## src/include/dmac_pkg.sv

```systemverilog
// Shared constants and types of the DMA register and counter core
package dmac_pkg;
    // ****************************************
    // Bus map
    // ****************************************
    // Byte address of control write port and masked status reads
    localparam logic [7:0] DMAC_OFS_PORT = 8'h00;
    // Byte address of the lone status byte
    localparam logic [7:0] DMAC_OFS_STAT = 8'h04;
    localparam logic [7:0] DMAC_OFS_MSK  = 8'hfc;
    localparam logic [1:0] DMAC_HTRANS_BUSY = 2'h1;

    // ****************************************
    // Control register groups
    // ****************************************
    localparam int DMAC_NUM_GRP  = 7;
    localparam int DMAC_NUM_CTL  = 21;
    localparam int DMAC_NUM_STAT = 7;
    // Base byte layout: group id on top, pointer bits at the bottom
    localparam int DMAC_GRP_HI = 7;
    localparam int DMAC_GRP_LO = 5;
    localparam int DMAC_PTR_W  = 4;
    // Group ids
    localparam logic [2:0] DMAC_G_LEN  = 3'h0; // port_a_and_length_group
    localparam logic [2:0] DMAC_G_AMOD = 3'h1;
    localparam logic [2:0] DMAC_G_BMOD = 3'h2;
    localparam logic [2:0] DMAC_G_MTCH = 3'h3;
    localparam logic [2:0] DMAC_G_PLS  = 3'h4; // port_b_and_pulse_group
    localparam logic [2:0] DMAC_G_OPT  = 3'h5;
    localparam logic [2:0] DMAC_G_CMD  = 3'h6; // command_and_read_mask_group
    // Storage index of the named sub-registers (bases sit at index = group id)
    localparam logic [4:0] DMAC_I_STA_LO = 5'h07;
    localparam logic [4:0] DMAC_I_STA_HI = 5'h08;
    localparam logic [4:0] DMAC_I_LEN_LO = 5'h09;
    localparam logic [4:0] DMAC_I_LEN_HI = 5'h0a;
    localparam logic [4:0] DMAC_I_MATCH  = 5'h0d;
    localparam logic [4:0] DMAC_I_MMASK  = 5'h0e;
    localparam logic [4:0] DMAC_I_STB_LO = 5'h0f;
    localparam logic [4:0] DMAC_I_STB_HI = 5'h10;
    localparam logic [4:0] DMAC_I_PLSOFS = 5'h11;
    localparam logic [4:0] DMAC_I_RDMASK = 5'h14;

    // ****************************************
    // Control fields inside base bytes
    // ****************************************
    localparam int DMAC_F_MODE_LO = 1; // Address mode in port mode groups
    localparam int DMAC_F_STOPMT  = 2; // Stop on byte match
    localparam int DMAC_F_SIMUL   = 3; // Simultaneous transfer/search
    localparam int DMAC_F_AUTORS  = 2; // Auto restart at end of block
    localparam int DMAC_F_RDYHI   = 3; // Ready input active high
    localparam int DMAC_F_2CYC    = 4; // Two-cycle variable timing
    localparam int DMAC_F_CMD_LO  = 1; // Command code in command base
    localparam int DMAC_F_BURST   = 4; // Burst or continuous mode

    // Commands
    localparam logic [2:0] DMAC_CMD_LOAD  = 3'h1;
    localparam logic [2:0] DMAC_CMD_ENA   = 3'h2;
    localparam logic [2:0] DMAC_CMD_DIS   = 3'h3;
    localparam logic [2:0] DMAC_CMD_FRDY  = 3'h4;
    localparam logic [2:0] DMAC_CMD_RDSEQ = 3'h5;
    localparam logic [2:0] DMAC_CMD_CLR   = 3'h6;

    // Address counting modes
    localparam logic [1:0] DMAC_AM_INC = 2'h0;
    localparam logic [1:0] DMAC_AM_DEC = 2'h1;

    // Status byte bits
    localparam int DMAC_S_ENA = 0;
    localparam int DMAC_S_MT  = 1;
    localparam int DMAC_S_EOB = 2;
    localparam int DMAC_S_RDY = 3;

    // Sub-register count of a group
    function automatic logic [2:0] dmacGrpSubs(input logic [2:0] g);
        case (g)
            DMAC_G_LEN:  dmacGrpSubs = 3'h4;
            DMAC_G_PLS:  dmacGrpSubs = 3'h3;
            DMAC_G_MTCH: dmacGrpSubs = 3'h2;
            DMAC_G_OPT:  dmacGrpSubs = 3'h2;
            DMAC_G_AMOD, DMAC_G_BMOD, DMAC_G_CMD: dmacGrpSubs = 3'h1;
            default:     dmacGrpSubs = 3'h0;
        endcase
    endfunction : dmacGrpSubs

    // Storage index of the first sub-register of a group
    function automatic logic [4:0] dmacGrpFirst(input logic [2:0] g);
        case (g)
            DMAC_G_LEN:  dmacGrpFirst = DMAC_I_STA_LO;
            DMAC_G_AMOD: dmacGrpFirst = 5'h0b;
            DMAC_G_BMOD: dmacGrpFirst = 5'h0c;
            DMAC_G_MTCH: dmacGrpFirst = DMAC_I_MATCH;
            DMAC_G_PLS:  dmacGrpFirst = DMAC_I_STB_LO;
            DMAC_G_OPT:  dmacGrpFirst = 5'h12;
            default:     dmacGrpFirst = DMAC_I_RDMASK;
        endcase
    endfunction : dmacGrpFirst
endpackage : dmac_pkg
```

## src/core/dmac_addr_ctr.sv

```systemverilog
// Address counter of one port: fixed, incrementing or decrementing
`timescale 1ns/100ps
module dmac_addr_ctr
    import dmac_pkg::*;
#(
    parameter int W = 16
) (
    input  wire logic         clk,
    input  wire logic         rst_n,
    input  wire logic         ce,
    input  wire logic         load,     // Copy start value
    input  wire logic         step,     // One byte finished
    input  wire logic [1:0]   mode,     // Counting mode
    input  wire logic [W-1:0] startVal, // Buffered start address
    output logic      [W-1:0] count     // Live address
);
    // ****************************************
    // State
    // ****************************************
    typedef struct packed {
        logic [W-1:0] cnt;
    } dmacCtr_t;

    dmacCtr_t st_ff;   // Registered state
    dmacCtr_t nxt_st;  // Next state

    // Load wins over a step in the same cycle
    always_comb begin
        nxt_st = st_ff;
        if (load) begin
            nxt_st.cnt = startVal;
        end else if (step) begin
            // per-port mode
            case (mode)
                DMAC_AM_INC: nxt_st.cnt = st_ff.cnt + W'(1);
                DMAC_AM_DEC: nxt_st.cnt = st_ff.cnt - W'(1);
                default:     nxt_st.cnt = st_ff.cnt; // Fixed address
            endcase
        end
    end

    // Clock enable freezes the counter
    always_ff @(posedge clk) begin
        if (!rst_n) begin
            st_ff <= '0;
        end else if (ce) begin
            st_ff <= nxt_st;
        end
    end

    assign count = st_ff.cnt;
endmodule : dmac_addr_ctr

```

## src/core/dmac_core.sv

```systemverilog
// Register, counter and pulse core of a single-channel DMA engine
// Operation
// 21 control and 7 status registers
// eight-bit registers, word pairs low then high
// base byte first, then pointed registers
// counters behind start and length registers
// address counters drive bus, all readable
// register writes never disturb running counters
// live length compare stops or restarts
// pulse offset compared with counter low byte
// pulse whenever offset equals low byte
// pulses only while owning the bus
// status reads step through masked set
// status byte readable on its own
// port addresses multiplexed on one bus
// address fixed, incrementing or decrementing
// byte counter starts zero, counts bytes
// end of block moves one extra byte
// two-cycle simultaneous adds second extra byte
// match seen after next byte read
// simultaneous match extra byte unless ready drops; ready loss skips it only in burst mode
// forced ready acts as active ready
// pointed registers taken in ascending order
// load and restart copy start, clear count
//
// The register offsets and the AHB-Lite slave port were left to the implementer.
`timescale 1ns/100ps
module dmac_core
    import dmac_pkg::*;
#(
    parameter int AW = 16 // Address and counter width
) (
    input  wire logic          clk,
    input  wire logic          rst_n,
    input  wire logic          ce,         // Freezes all state when low
    input  wire logic          hsel,
    input  wire logic [31:0]   haddr,
    input  wire logic [1:0]    htrans,
    input  wire logic          hwrite,
    input  wire logic [2:0]    hsize,
    input  wire logic [31:0]   hwdata,
    input  wire logic          hready,
    output logic               hreadyout,
    output logic               hresp,
    output logic      [31:0]   hrdata,
    input  wire logic          rdyIn,      // Peripheral ready pin
    input  wire logic          busGrant,   // bus_grant_line, active high
    input  wire logic          byteDone,   // One byte operation finished
    input  wire logic [7:0]    dataIn,     // Byte read in that operation
    input  wire logic          portSel,    // 0 port A, 1 port B on bus
    output logic               busRequest, // bus_request_line, active high
    output logic               pulseOut,   // Pulse on the interrupt pin
    output logic      [AW-1:0] addrBus     // Multiplexed system address
);
    // ****************************************
    // State
    // ****************************************
    typedef struct packed {
        // control storage, status read by index
        logic [DMAC_NUM_CTL-1:0][7:0] ctl; // Control storage by index
        logic [2:0]            grp;        // Group being filled
        logic [DMAC_PTR_W-1:0] ptr;        // Pointer bits left to serve
        logic [2:0]            rdIdx;      // Next status register
        logic                  enabled;    // Block running
        logic                  forceRdy;   // Forced ready
        logic                  bus_request_line;     // Bus request
        logic                  pulse;      // Periodic pulse
        logic                  matchPend;  // Match waiting for next byte
        logic                  extra;      // Extra end-of-block byte taken
        logic                  eob;        // End of block reached
        logic                  matched;    // Stopped on a match
        logic [AW-1:0]         byteCnt;    // Byte counter
        logic [AW-1:0]         addr;       // Address bus register
        logic                  dphValid;   // Data phase owed
        logic                  dphWrite;
        logic                  dphPort;    // Data phase hits the port
        logic [7:0]            rdData;
        logic                  rdyOut;
    } dmacSt_t;

    dmacSt_t st_ff;  // Registered state
    dmacSt_t nxt_st; // Next state

    logic [AW-1:0] cntA;      // Port A address
    logic [AW-1:0] cntB;      // Port B address
    logic          loadNow;   // Counters reload
    logic          step;      // Byte counted while running
    logic          cntInc;    // Byte counter advances
    logic          readyEff;  // Ready after polarity and forcing
    logic          matchHit;  // Current byte matches
    logic          takeAph;   // Address phase accepted
    logic          takePort;
    logic          takeStat;
    logic [7:0]    statByte;
    logic [7:0]    wrByte;
    logic [AW-1:0] blockLen;  // Live block length register
    logic [7:0]    rdMask;

    // ****************************************
    // Helpers
    // ****************************************
    // Lowest set pointer bit
    function automatic logic [1:0] lowBit(input logic [DMAC_PTR_W-1:0] p);
        lowBit = 2'h0;
        for (int i = DMAC_PTR_W - 1; i >= 0; i--) begin
            if (p[i]) begin
                lowBit = 2'(i);
            end
        end
    endfunction : lowBit

    // Next masked status index after cur, wrapping
    function automatic logic [2:0] nextMasked(input logic [2:0] cur,
                                              input logic [7:0] m);
        logic [2:0] k;
        nextMasked = cur;
        k = cur;
        for (int i = 0; i < DMAC_NUM_STAT; i++) begin
            k = (k == 3'(DMAC_NUM_STAT - 1)) ? 3'h0 : k + 3'h1;
            if (m[k] && nextMasked == cur) begin
                nextMasked = k;
            end
        end
    endfunction : nextMasked

    // Pair of control bytes as one word
    function automatic logic [AW-1:0] ctlWord(input dmacSt_t s, input logic [4:0] lo);
        ctlWord = AW'({s.ctl[lo + 5'h1], s.ctl[lo]});
    endfunction : ctlWord

    // ****************************************
    // Port address counters
    // ****************************************
    // counters drive the address bus
    dmac_addr_ctr #(.W(AW)) uCtrA (
        .clk      (clk),
        .rst_n    (rst_n),
        .ce       (ce),
        .load     (loadNow),
        .step     (step),
        .mode     (st_ff.ctl[DMAC_G_AMOD][DMAC_F_MODE_LO +: 2]),
        .startVal (ctlWord(st_ff, DMAC_I_STA_LO)),
        .count    (cntA)
    );

    dmac_addr_ctr #(.W(AW)) uCtrB (
        .clk      (clk),
        .rst_n    (rst_n),
        .ce       (ce),
        .load     (loadNow),
        .step     (step),
        .mode     (st_ff.ctl[DMAC_G_BMOD][DMAC_F_MODE_LO +: 2]),
        .startVal (ctlWord(st_ff, DMAC_I_STB_LO)),
        .count    (cntB)
    );

    // ****************************************
    // Decode
    // ****************************************
    // Bus phases and live conditions
    always_comb begin
        blockLen = ctlWord(st_ff, DMAC_I_LEN_LO);
        rdMask   = st_ff.ctl[DMAC_I_RDMASK];
        wrByte   = hwdata[7:0];
        takeAph  = hsel && htrans[1] && hready;
        takePort = takeAph && !hwrite && (haddr[7:0] & DMAC_OFS_MSK) == DMAC_OFS_PORT
                   && haddr[31:8] == 24'h0;
        takeStat = takeAph && !hwrite && haddr == {24'h0, DMAC_OFS_STAT};
        // forced ready looks like active ready
        readyEff = st_ff.forceRdy
                   || (rdyIn == st_ff.ctl[DMAC_G_OPT][DMAC_F_RDYHI]);
        step     = byteDone && st_ff.enabled;
        matchHit = ((dataIn ^ st_ff.ctl[DMAC_I_MATCH]) & ~st_ff.ctl[DMAC_I_MMASK]) == 8'h0;
        statByte = 8'h0;
        statByte[DMAC_S_ENA] = st_ff.enabled;
        statByte[DMAC_S_MT]  = st_ff.matched;
        statByte[DMAC_S_EOB] = st_ff.eob;
        statByte[DMAC_S_RDY] = readyEff;
    end

    // ****************************************
    // Next state
    // ****************************************
    always_comb begin
        logic [4:0] idx;
        logic [1:0] sb;
        logic [2:0] g;
        logic       stop;
        logic       restart;
        logic [7:0] rv;
        idx     = 5'h0;
        sb      = 2'h0;
        g       = 3'h0;
        stop    = 1'b0;
        restart = 1'b0;
        rv      = 8'h0;
        nxt_st  = st_ff;
        loadNow = 1'b0;
        cntInc  = 1'b0;
        nxt_st.rdyOut = 1'b1;
        nxt_st.pulse  = 1'b0;

        // Address phase registered for the data phase
        if (takeAph) begin
            nxt_st.dphValid = hwrite && hsize == 3'h2;
            nxt_st.dphWrite = hwrite;
            nxt_st.dphPort  = haddr == {24'h0, DMAC_OFS_PORT};
        end else begin
            nxt_st.dphValid = 1'b0;
        end

        // masked status sequence, read advances it
        if (takePort) begin
            case (st_ff.rdIdx)
                3'h0:    rv = statByte;
                3'h1:    rv = st_ff.byteCnt[7:0];
                3'h2:    rv = st_ff.byteCnt[15:8];
                3'h3:    rv = cntA[7:0];
                3'h4:    rv = cntA[15:8];
                3'h5:    rv = cntB[7:0];
                3'h6:    rv = cntB[15:8];
                default: rv = 8'h0;
            endcase
            nxt_st.rdIdx = nextMasked(st_ff.rdIdx, rdMask);
        // status byte outside the sequence
        end else if (takeStat) begin
            rv = statByte;
        end
        nxt_st.rdData = rv;

        // writes reach storage only, never counters
        // Control byte arriving through the write port
        if (st_ff.dphValid && st_ff.dphWrite && st_ff.dphPort) begin
            if (st_ff.ptr == '0) begin
                // base byte selects group and pointer bits
                g = wrByte[DMAC_GRP_HI:DMAC_GRP_LO];
                if (g < 3'(DMAC_NUM_GRP)) begin
                    nxt_st.ctl[g] = wrByte;
                    nxt_st.grp    = g;
                    nxt_st.ptr    = wrByte[DMAC_PTR_W-1:0]
                                    & DMAC_PTR_W'((5'h1 << dmacGrpSubs(g)) - 5'h1);
                end
                if (g == DMAC_G_CMD) begin
                    case (wrByte[DMAC_F_CMD_LO +: 3])
                        DMAC_CMD_LOAD:  loadNow = 1'b1;
                        DMAC_CMD_ENA:   nxt_st.enabled = 1'b1;
                        DMAC_CMD_DIS: begin
                            nxt_st.enabled  = 1'b0;
                            nxt_st.forceRdy = 1'b0;
                        end
                        DMAC_CMD_FRDY:  nxt_st.forceRdy = 1'b1;
                        DMAC_CMD_RDSEQ: nxt_st.rdIdx = nextMasked(3'(DMAC_NUM_STAT - 1),
                                                                  rdMask);
                        DMAC_CMD_CLR: begin
                            nxt_st.eob     = 1'b0;
                            nxt_st.matched = 1'b0;
                        end
                        default: ;
                    endcase
                end
            end else begin
                // lowest pointed register first, skip the rest
                sb  = lowBit(st_ff.ptr);
                idx = dmacGrpFirst(st_ff.grp) + 5'(sb);
                // word halves live in neighbouring slots
                nxt_st.ctl[idx] = wrByte;
                nxt_st.ptr[sb]  = 1'b0;
            end
        end

        // live length compare at each finished byte
        if (step) begin
            cntInc = 1'b1;
            if (st_ff.matchPend) begin
                // stop once the byte after the match is read
                stop = 1'b1;
                nxt_st.matched = 1'b1;
            end else if (st_ff.byteCnt == blockLen || st_ff.extra) begin
                if (st_ff.ctl[DMAC_G_OPT][DMAC_F_AUTORS]) begin
                    restart = 1'b1;
                // second extra byte while ready holds
                end else if (!st_ff.extra && readyEff
                             && st_ff.ctl[DMAC_G_MTCH][DMAC_F_SIMUL]
                             && st_ff.ctl[DMAC_G_OPT][DMAC_F_2CYC]) begin
                    nxt_st.extra = 1'b1;
                end else begin
                    // count stays at length, one byte beyond it moved
                    stop   = 1'b1;
                    cntInc = 1'b0;
                    nxt_st.eob = 1'b1;
                end
            end
            if (matchHit && st_ff.ctl[DMAC_G_MTCH][DMAC_F_STOPMT] && !stop) begin
                nxt_st.matchPend = 1'b1;
            end
        end

        // in burst mode, ready loss skips the extra simultaneous byte
        if (st_ff.matchPend && !readyEff && st_ff.enabled
            && st_ff.ctl[DMAC_G_MTCH][DMAC_F_SIMUL]
            && st_ff.ctl[DMAC_G_MTCH][DMAC_F_BURST]) begin
            stop = 1'b1;
            nxt_st.matched = 1'b1;
        end

        if (stop) begin
            nxt_st.enabled   = 1'b0;
            nxt_st.matchPend = 1'b0;
            nxt_st.extra     = 1'b0;
        end

        // reload on command or restart
        loadNow = loadNow || restart;
        if (loadNow) begin
            // fresh block counts from zero
            nxt_st.byteCnt   = '0;
            nxt_st.extra     = 1'b0;
            nxt_st.matchPend = 1'b0;
        end else if (cntInc) begin
            nxt_st.byteCnt = st_ff.byteCnt + AW'(1);
        end

        // offset against counter low byte
        // pulse when low byte reaches the offset
        if (cntInc && !loadNow && nxt_st.byteCnt[7:0] == st_ff.ctl[DMAC_I_PLSOFS]) begin
            // only while the bus is ours
            nxt_st.pulse = st_ff.bus_request_line && busGrant;
        end

        nxt_st.bus_request_line = nxt_st.enabled && readyEff;
        // selected port drives the shared bus
        nxt_st.addr = portSel ? cntB : cntA;
    end

    // ****************************************
    // Registers
    // ****************************************
    // counters change only by load or step, never by writes
    always_ff @(posedge clk) begin
        if (!rst_n) begin
            st_ff <= '0;
        end else if (ce) begin
            st_ff <= nxt_st;
        end
    end

    assign hreadyout  = st_ff.rdyOut;
    assign hresp      = 1'b0 & st_ff.rdyOut;
    assign hrdata     = {24'h0, st_ff.rdData};
    assign busRequest = st_ff.bus_request_line;
    assign pulseOut   = st_ff.pulse;
    assign addrBus    = st_ff.addr;
endmodule : dmac_core

```

## config.mk

```make
export PLATFORM = sky130hd
export DESIGN_NAME = dmac_core
export DESIGN_NICKNAME = d
export VERILOG_FILES = /design/src/include/dmac_pkg.sv /design/src/core/dmac_addr_ctr.sv /design/src/core/dmac_core.sv
export SDC_FILE = /design/constraint.sdc
export NUM_CORES = 1
export LEC_CHECK = 0
export BUFFER_PORTS_ARGS = -buffer_cell sky130_fd_sc_hd__clkbuf_2
export CORE_UTILIZATION = 48
export DETAILED_ROUTE_END_ITERATION = 10
export GPL_ROUTABILITY_DRIVEN = 0
export HOLD_SLACK_MARGIN = 0.1
export PLACE_DENSITY = 0.67
export RECOVER_POWER = 25
export SLEW_MARGIN = 10
export SYNTH_ARGS = -nofsm -noshare
export SYNTH_HDL_FRONTEND = slang
export SYNTH_SLANG_ARGS = --single-unit
```

## constraint.sdc

```tcl
create_clock -name clk -period 6.2 [get_ports clk]
set_input_delay 0.31 -clock clk [delete_from_list [all_inputs] [get_ports clk]]
set_output_delay 0.31 -clock clk [all_outputs]
set_load 0.02 [all_outputs]
```

==> impl_metrics.json, run 1 <==
{
  "status": "finished with violations",
  "violations": "max-capacitance violations, max-slew violations",
  "rows": 59,
  "clock-sinks": 184,
  "worst-path-stages": 17,
  "p_seq_share_pct": 45.1,
  "cts_setup_buffers": 0,
  "detail-route-antenna-nets": 0,
  "num_antenna_cells": 0,
  "cp_slowest_cell": "ha_1",
  "fin_crit_sh_pct": 85.04,
  "grt_first_pass_wirelength_mm": 54.79,
  "wl_mm": 34.79,
  "hold_viol_final": 0,
  "p_total_mw": 2.643,
  "drive_gt1_share_pct": 9.974,
  "path_cells": "nand2_1 -> inv_1 -> ha_1 -> clkinv_1 -> a221oi_2 -> a21boi_2 -> o211ai_1 -> nand3_1 -> nor4bb_2 -> o21ai_1 -> o221ai_2 -> mux2_4 -> xnor2_4 -> o211ai_1 -> a32o_1 -> a211oi_2 -> o21a_1",
  "ys_seq_area_share_pct": 29.08,
  "syn_to_final_growth_pct": 7.448,
  "num_vias": 11290,
  "cts.path.max_buffers": 2,
  "rsz0062_at_grt": "no",
  "internal-power_mw": 1.977,
  "grt_pass1_vias": 10370,
  "avgSynthCellArea_um2": 8.262,
  "final_nets": 1655,
  "synth_area_leaders": "dfxtp_1 29%, mux2i_1 10%, nor2b_1 6.3%, nand2_1 3.8%, a21oi_1 3.6%",
  "dpl.hpwl_mm": 24.02,
  "vias_per_cell": 6.008,
  "die_area_mm2": 0.02704,
  "syn_inst": 1533,
  "critPathBufInv": 2,
  "critical_path_arrival_ps": 5660,
  "final.setup.worst_slack_ps": 927.7,
  "critical-path-top-delay-family": "compound AO/OA/AOI/OAI gates",
  "fmax_ghz": 0.1897,
  "cts_tree": "done",
  "synth_top_area_cell": "dfxtp_1",
  "cp_max_fo": 12,
  "r2r-start": "st_ff[53]",
  "final_period_minus_worst_setup_slack_ps": 5272,
  "cpMostUsedCell": "o211ai_1",
  "clk_pin_slew_worst_paths_ps": 70,
  "cp_data_required_time_ps": 6580,
  "clockPowerShare_pct": 45.4,
  "die_h_um": 164.4,
  "min-delay-path-class": "in2reg",
  "hold_buffers": 0,
  "die_w_um": 164.4,
  "cts_root_buf": "clkbuf_16",
  "portBuffers": 88,
  "maxCapViolCount": 1,
  "yosysUniqueCellTypes": 96,
  "drc": 0,
  "netSwitchingFraction_pct": 25.20,
  "synth_warnings": 0,
  "async_reset_ff_share_pct": 0,
  "cp-endpoint": "st_ff[54]",
  "rrSetupSlack_ps": 930,
  "worst_pin_slew_ps": 2765,
  "wl_per_cell_um": 18.51,
  "worstSkewPairLatency_ps": 440,
  "ys_ff_latch": 184,
  "h-tree-depth": 4,
  "critical_path_class": "reg2reg",
  "cts_resized": 0,
  "pre_cts_slack_ps": 1094,
  "fin_skew_ps": 17.66,
  "maxSlewViolCount": 61,
  "p_per_area_mw_per_mm2": 194.2,
  "synth_edf_count": 0,
  "antenna_found_initial": 0,
  "hold_slack_ps": 182.9,
  "maxSlewHeadroom_pct": -84.37,
  "grt_overflow": 0,
  "peakVddDrop_mv": 0.1648,
  "power.static_leakage_nw": 5.585,
  "firstDrtPassIters": 5,
  "switchingPower_mw": 0.6659,
  "yosysTopAreaCellShare_pct": 29.08,
  "fin_setup_tns_ps": 0,
  "cp-end-kind": "flip-flop",
  "rr_endpoint": "st_ff[54]",
  "netlist_area_mm2": 0.01267,
  "initial_utilization_pct": 48.74,
  "ys.flop_type": "dfxtp_1",
  "core_area_mm2": 0.02598,
  "start_kind": "flip-flop",
  "crit_start": "st_ff[53]",
  "r2r_cells": 17,
  "ios": 139,
  "cts_buffers": 17,
  "drtIter0Drc": 969,
  "slowest_delay_ps": 530,
  "track_usage_pct": 25.84,
  "grt_start_max_net_pins": 81,
  "share_comb_of_total_power_pct": 9.4,
  "setup_violations": 0
}
-- synthesized netlist by cell type (all sizes together) (9+ instances only) --
master and count:
inv 42, o22ai 11, o211ai 24, a31oi 10, nor2b 128, o311ai 14
a21boi 23, nor4 16, nand3 21, a21o 9, o21ai 71, buf 75
ha 33, xnor2 51, mux2i 128, and3 14, clkbuf 77, dfxtp 184
a221oi 14, nand2 129, xor2 16, o21a 12, nor3 36, o211a 43
nand2b 14, a21oi 92, nor2 108, nand4 23
-- worst register-to-register path, delay by kind of cell, from the launching register on --
family          cells  cell delay (ps)
mux                 1              390
fa+ha+maj           1              530
simple gates        3              940
buf+inv             2              520
flops               1              310
compound gates      9             2310
xor+xnor            1              210
-- area by class of cell --
type | instances | area [µm²]
timing repair buffer | 108 | 550.5
fill | 2507 | 12380
clock inverter | 13 | 211.5
tap | 335 | 419.2
inverter | 44 | 165.2
clock buffer | 18 | 439.2
multi-input combinational | 1177 | 8139
sequential | 184 | 3685
-- power by group through the flow --
| stage | Combinational (mW) | Sequential [mW] | Clock, mW |
|---|---|---|---|
| detailed placement | 0.247 | 1.22 | 0 |
| CTS | 0.248 | 1.19 | 1.22 |
| global placement | 0.244 | 1.22 | 0 |
| floorplan | 0.196 | 1.22 | 0 |
| finish | 0.249 | 1.19 | 1.20 |
| global route | 0.269 | 1.19 | 1.26 |
-- metrics by stage --
stage / utilization (%) / instance area (µm²) / std cells
final: 52.37 / 13610 / 1879
after global routing: 52.37 / 13610 / 1879
after CTS: 52.54 / 13650 / 1879
after detailed placement: 50.03 / 13000 / 1848
after global placement: 50.03 / 13000 / 1848
after floorplan: - / 12760 / 1557
-- worst min path at each step --
stage / from / end / slack (ps) / cells after the start
6_report: hwrite / st_ff[10] / 180 / 3
5_1_grt: hwrite / st_ff[10] / 210 / 3
4_1_cts: hwrite / st_ff[10] / 180 / 3
3_5_place_dp: hreadyout / hreadyout / 440 / 1
3_3_place_gp: hreadyout / hreadyout / 440 / 1
2_1_floorplan: st_ff[88] / st_ff[88] / 440 / 2
-- sequential cells by signal, summed over array words and instances (netlist names) --
name         flops
addrBus         16
blockLen        16
busRequest       1
hrdata           8
hreadyout        1
pulseOut         1
rdMask           8
st_ff          101
uCtrA.count     16
uCtrB.count     16
-- metal layers --
layer | track usage (%) | share of wire [%] | vias to the layer above
met5 | 0 | 0 | -
met4 | 8.757 | 2.5 | 0
met3 | 3.064 | 6.3 | 60
met2 | 42.62 | 46 | 409
met1 | 34.87 | 45 | 5378
li1 | - | - | 5442
-- placed cells by master (no fill, tap or decap), drive strengths merged, types with 43 or more instances in the layout --
master / synthesis / layout
o211a: 43 / 43
nor2b: 128 / 128
nand2: 129 / 129
inv: 42 / 47
dfxtp: 184 / 184
mux2i: 128 / 128
clkbuf: 77 / 107
nor2: 108 / 108
a21oi: 92 / 92
o21ai: 71 / 71
xnor2: 51 / 51
-- kinds of logic (layout without fill, tap and decap cells) --
kind of cell / Yosys count / in the layout / share of synthesized area [%]
AND/OR/NAND/NOR: 523 / 523 / 21.45
AO/OA/AOI/OAI: 389 / 389 / 22.30
buffers and inverters: 196 / 183 / 7.478
flip-flops: 184 / 184 / 29.08
multiplexers: 137 / 137 / 11.15
XOR/XNOR: 67 / 67 / 4.781
adder cells (fa/ha/maj): 36 / 36 / 3.734
other: 1 / 25 / 0.02961
No activity file was read; power rests on OpenSTA's default activity.
==> inputs of run 2 (changes only) <==
==> constraint.sdc (replaced) <==
create_clock -name clk -period 6.2 [get_ports clk]
set_input_delay 0.62 -clock clk [delete_from_list [all_inputs] [get_ports clk]]
set_output_delay 0.62 -clock clk [all_outputs]
set_load 0.02 [all_outputs]
==> impl_metrics.json, run 2 (synthesis results as in run 1) <==
{
  "final_period_minus_worst_setup_slack_ps": 5307,
  "wl_per_cell_um": 18.34,
  "die_w_um": 164.4,
  "worstSkewPairLatency_ps": 440,
  "cts_root_buf": "clkbuf_16",
  "grt_start_max_net_pins": 108,
  "clk_pin_slew_worst_paths_ps": 80,
  "track_usage_pct": 25.92,
  "grt_overflow": 0,
  "share_comb_of_total_power_pct": 9.8,
  "rsz0062_at_grt": "no",
  "cts.path.max_buffers": 2,
  "rr_endpoint": "st_ff[52]",
  "start_kind": "flip-flop",
  "pre_cts_slack_ps": 1012,
  "maxSlewHeadroom_pct": -80.38,
  "ios": 139,
  "critical_path_arrival_ps": 5640,
  "vias_per_cell": 5.937,
  "num_antenna_cells": 0,
  "drc": 0,
  "p_per_area_mw_per_mm2": 186.5,
  "cpMostUsedCell": "mux2i_1",
  "rows": 59,
  "clockPowerShare_pct": 43.0,
  "whs_path_depth": 1,
  "clock-sinks": 184,
  "dpl.hpwl_mm": 23.65,
  "antenna_found_initial": 0,
  "rrSetupSlack_ps": 890,
  "grt_first_pass_wirelength_mm": 55.08,
  "portBuffers": 88,
  "setup_violations": 0,
  "firstDrtPassIters": 5,
  "drive_gt1_share_pct": 9.981,
  "fin_setup_tns_ps": 0,
  "largest-register": "st_ff",
  "final_nets": 1653,
  "cp-end-kind": "flip-flop",
  "critical_path_class": "reg2reg",
  "worst_pin_slew_ps": 2706,
  "drtIter0Drc": 1002,
  "crit_start": "st_ff[53]",
  "slowest_delay_ps": 500,
  "netSwitchingFraction_pct": 27.55,
  "final.setup.worst_slack_ps": 893.4,
  "grt_pass1_vias": 10280,
  "cp_max_fo": 25,
  "detail-route-antenna-nets": 0,
  "largest_reg_flops": 101,
  "status": "finished with violations",
  "p_seq_share_pct": 47.2,
  "violations": "max-capacitance violations, max-slew violations",
  "cp-endpoint": "st_ff[52]",
  "cts_resized": 0,
  "fmax_ghz": 0.1884,
  "power.static_leakage_nw": 5.561,
  "cts_buffers": 17,
  "initial_utilization_pct": 48.74,
  "die_area_mm2": 0.02704,
  "final_common_cell": "dfxtp_1",
  "hold_viol_final": 0,
  "fin_skew_ps": 18.40,
  "maxCapViolCount": 1,
  "min-delay-path-class": "reg2reg",
  "internal-power_mw": 1.830,
  "syn_to_final_growth_pct": 6.905,
  "h-tree-depth": 4,
  "core_area_mm2": 0.02598,
  "r2r-start": "st_ff[53]",
  "switchingPower_mw": 0.6958,
  "r2r_cells": 18,
  "maxSlewViolCount": 61,
  "stdcell_count": 1878,
  "cts_tree": "done",
  "cp_slowest_cell": "nor4bb_2",
  "cp_data_required_time_ps": 6530,
  "fin_crit_sh_pct": 85.59,
  "fillers": 2540,
  "die_h_um": 164.4,
  "peakVddDrop_mv": 0.1982,
  "dp_cells": 1846,
  "final_cell_mix": "183 x dfxtp_1, 128 x nor2b_1, 128 x mux2i_1, 128 x nand2_1, 106 x nor2_1",
  "num_vias": 11150,
  "cts_setup_buffers": 0,
  "utilization_pct": 52.11,
  "hold_buffers": 0,
  "path_cells": "nand2_1 -> inv_1 -> ha_1 -> buf_4 -> clkinv_1 -> a221oi_2 -> a21boi_2 -> o211ai_1 -> nand3_1 -> nor4bb_2 -> o21a_1 -> mux2i_1 -> mux2_4 -> mux2i_1 -> a21oi_1 -> o21ai_1 -> mux2i_1 -> o21ai_1",
  "wl_mm": 34.45
}
==> run 2: cell types whose count changed in the layout (fill, tap and decap cells not counted), sizes merged <==
cell	delta
inv	+3
bufinv	-4
clkinv	+4
clkbuf	-1
clkinvlp	-2
buf	-1
==> run 2: power groups by stage <==
| stage | clock (mW) | sequential [mW] | combinational, mW |
|---|---|---|---|
| floorplan | 0 | 1.22 | 0.196 |
| global placement | 0 | 1.22 | 0.244 |
| detailed placement | 0 | 1.22 | 0.246 |
| CTS | 1.10 | 1.19 | 0.247 |
| global route | 1.14 | 1.19 | 0.269 |
| finish | 1.09 | 1.19 | 0.248 |
==> run 2: worst min-delay path by stage <==
stage / startpoint / endpoint
5_1_grt: addrBus[4] / addrBus[4]
3_3_place_gp: hreadyout / hreadyout
4_1_cts: hreadyout / hreadyout
2_1_floorplan: st_ff[88] / st_ff[88]
3_5_place_dp: hreadyout / hreadyout
6_report: hreadyout / hreadyout
==> run 2: per-stage QoR <==
step           power (mW)  hold WS, ps  instance area [µm²]
3_3_place_gp        1.464        436.1                12990
2_1_floorplan       1.415        437.5                12760
6_report            2.526        461.3                13540
3_5_place_dp        1.466        448.7                12990
4_1_cts             2.541        465.6                13580
5_1_grt             2.606        489.1                13540
==> run 2: cell type report <==
cell class / count / area, µm² / share of cell area, %
multi-input cells: 1177 / 8139 / 60.11
clock buffers: 18 / 439.2 / 3.243
clock inverters: 14 / 153.9 / 1.137
flip-flops and latches: 184 / 3685 / 27.21
well taps: 335 / 419.2 / 3.096
inverters: 44 / 165.2 / 1.220
repair buffers: 106 / 539.3 / 3.983
==> run 2: metal layers <==
layer | share of wire [%] | GRT usage, %
met3 | 5.4 | 2.988
met4 | 1.6 | 7.256
met2 | 46 | 42.65
met1 | 47 | 35.69
met5 | 0 | 0
==> run 2: critical path: cells and delay by family, from the launching register on <==
| kind | cells | cell delay (ps) |
|---|---|---|
| compound gates | 7 | 1700 |
| buf+inv | 3 | 750 |
| flops | 1 | 320 |
| simple gates | 3 | 940 |
| mux | 4 | 1120 |
| fa+ha+maj | 1 | 360 |
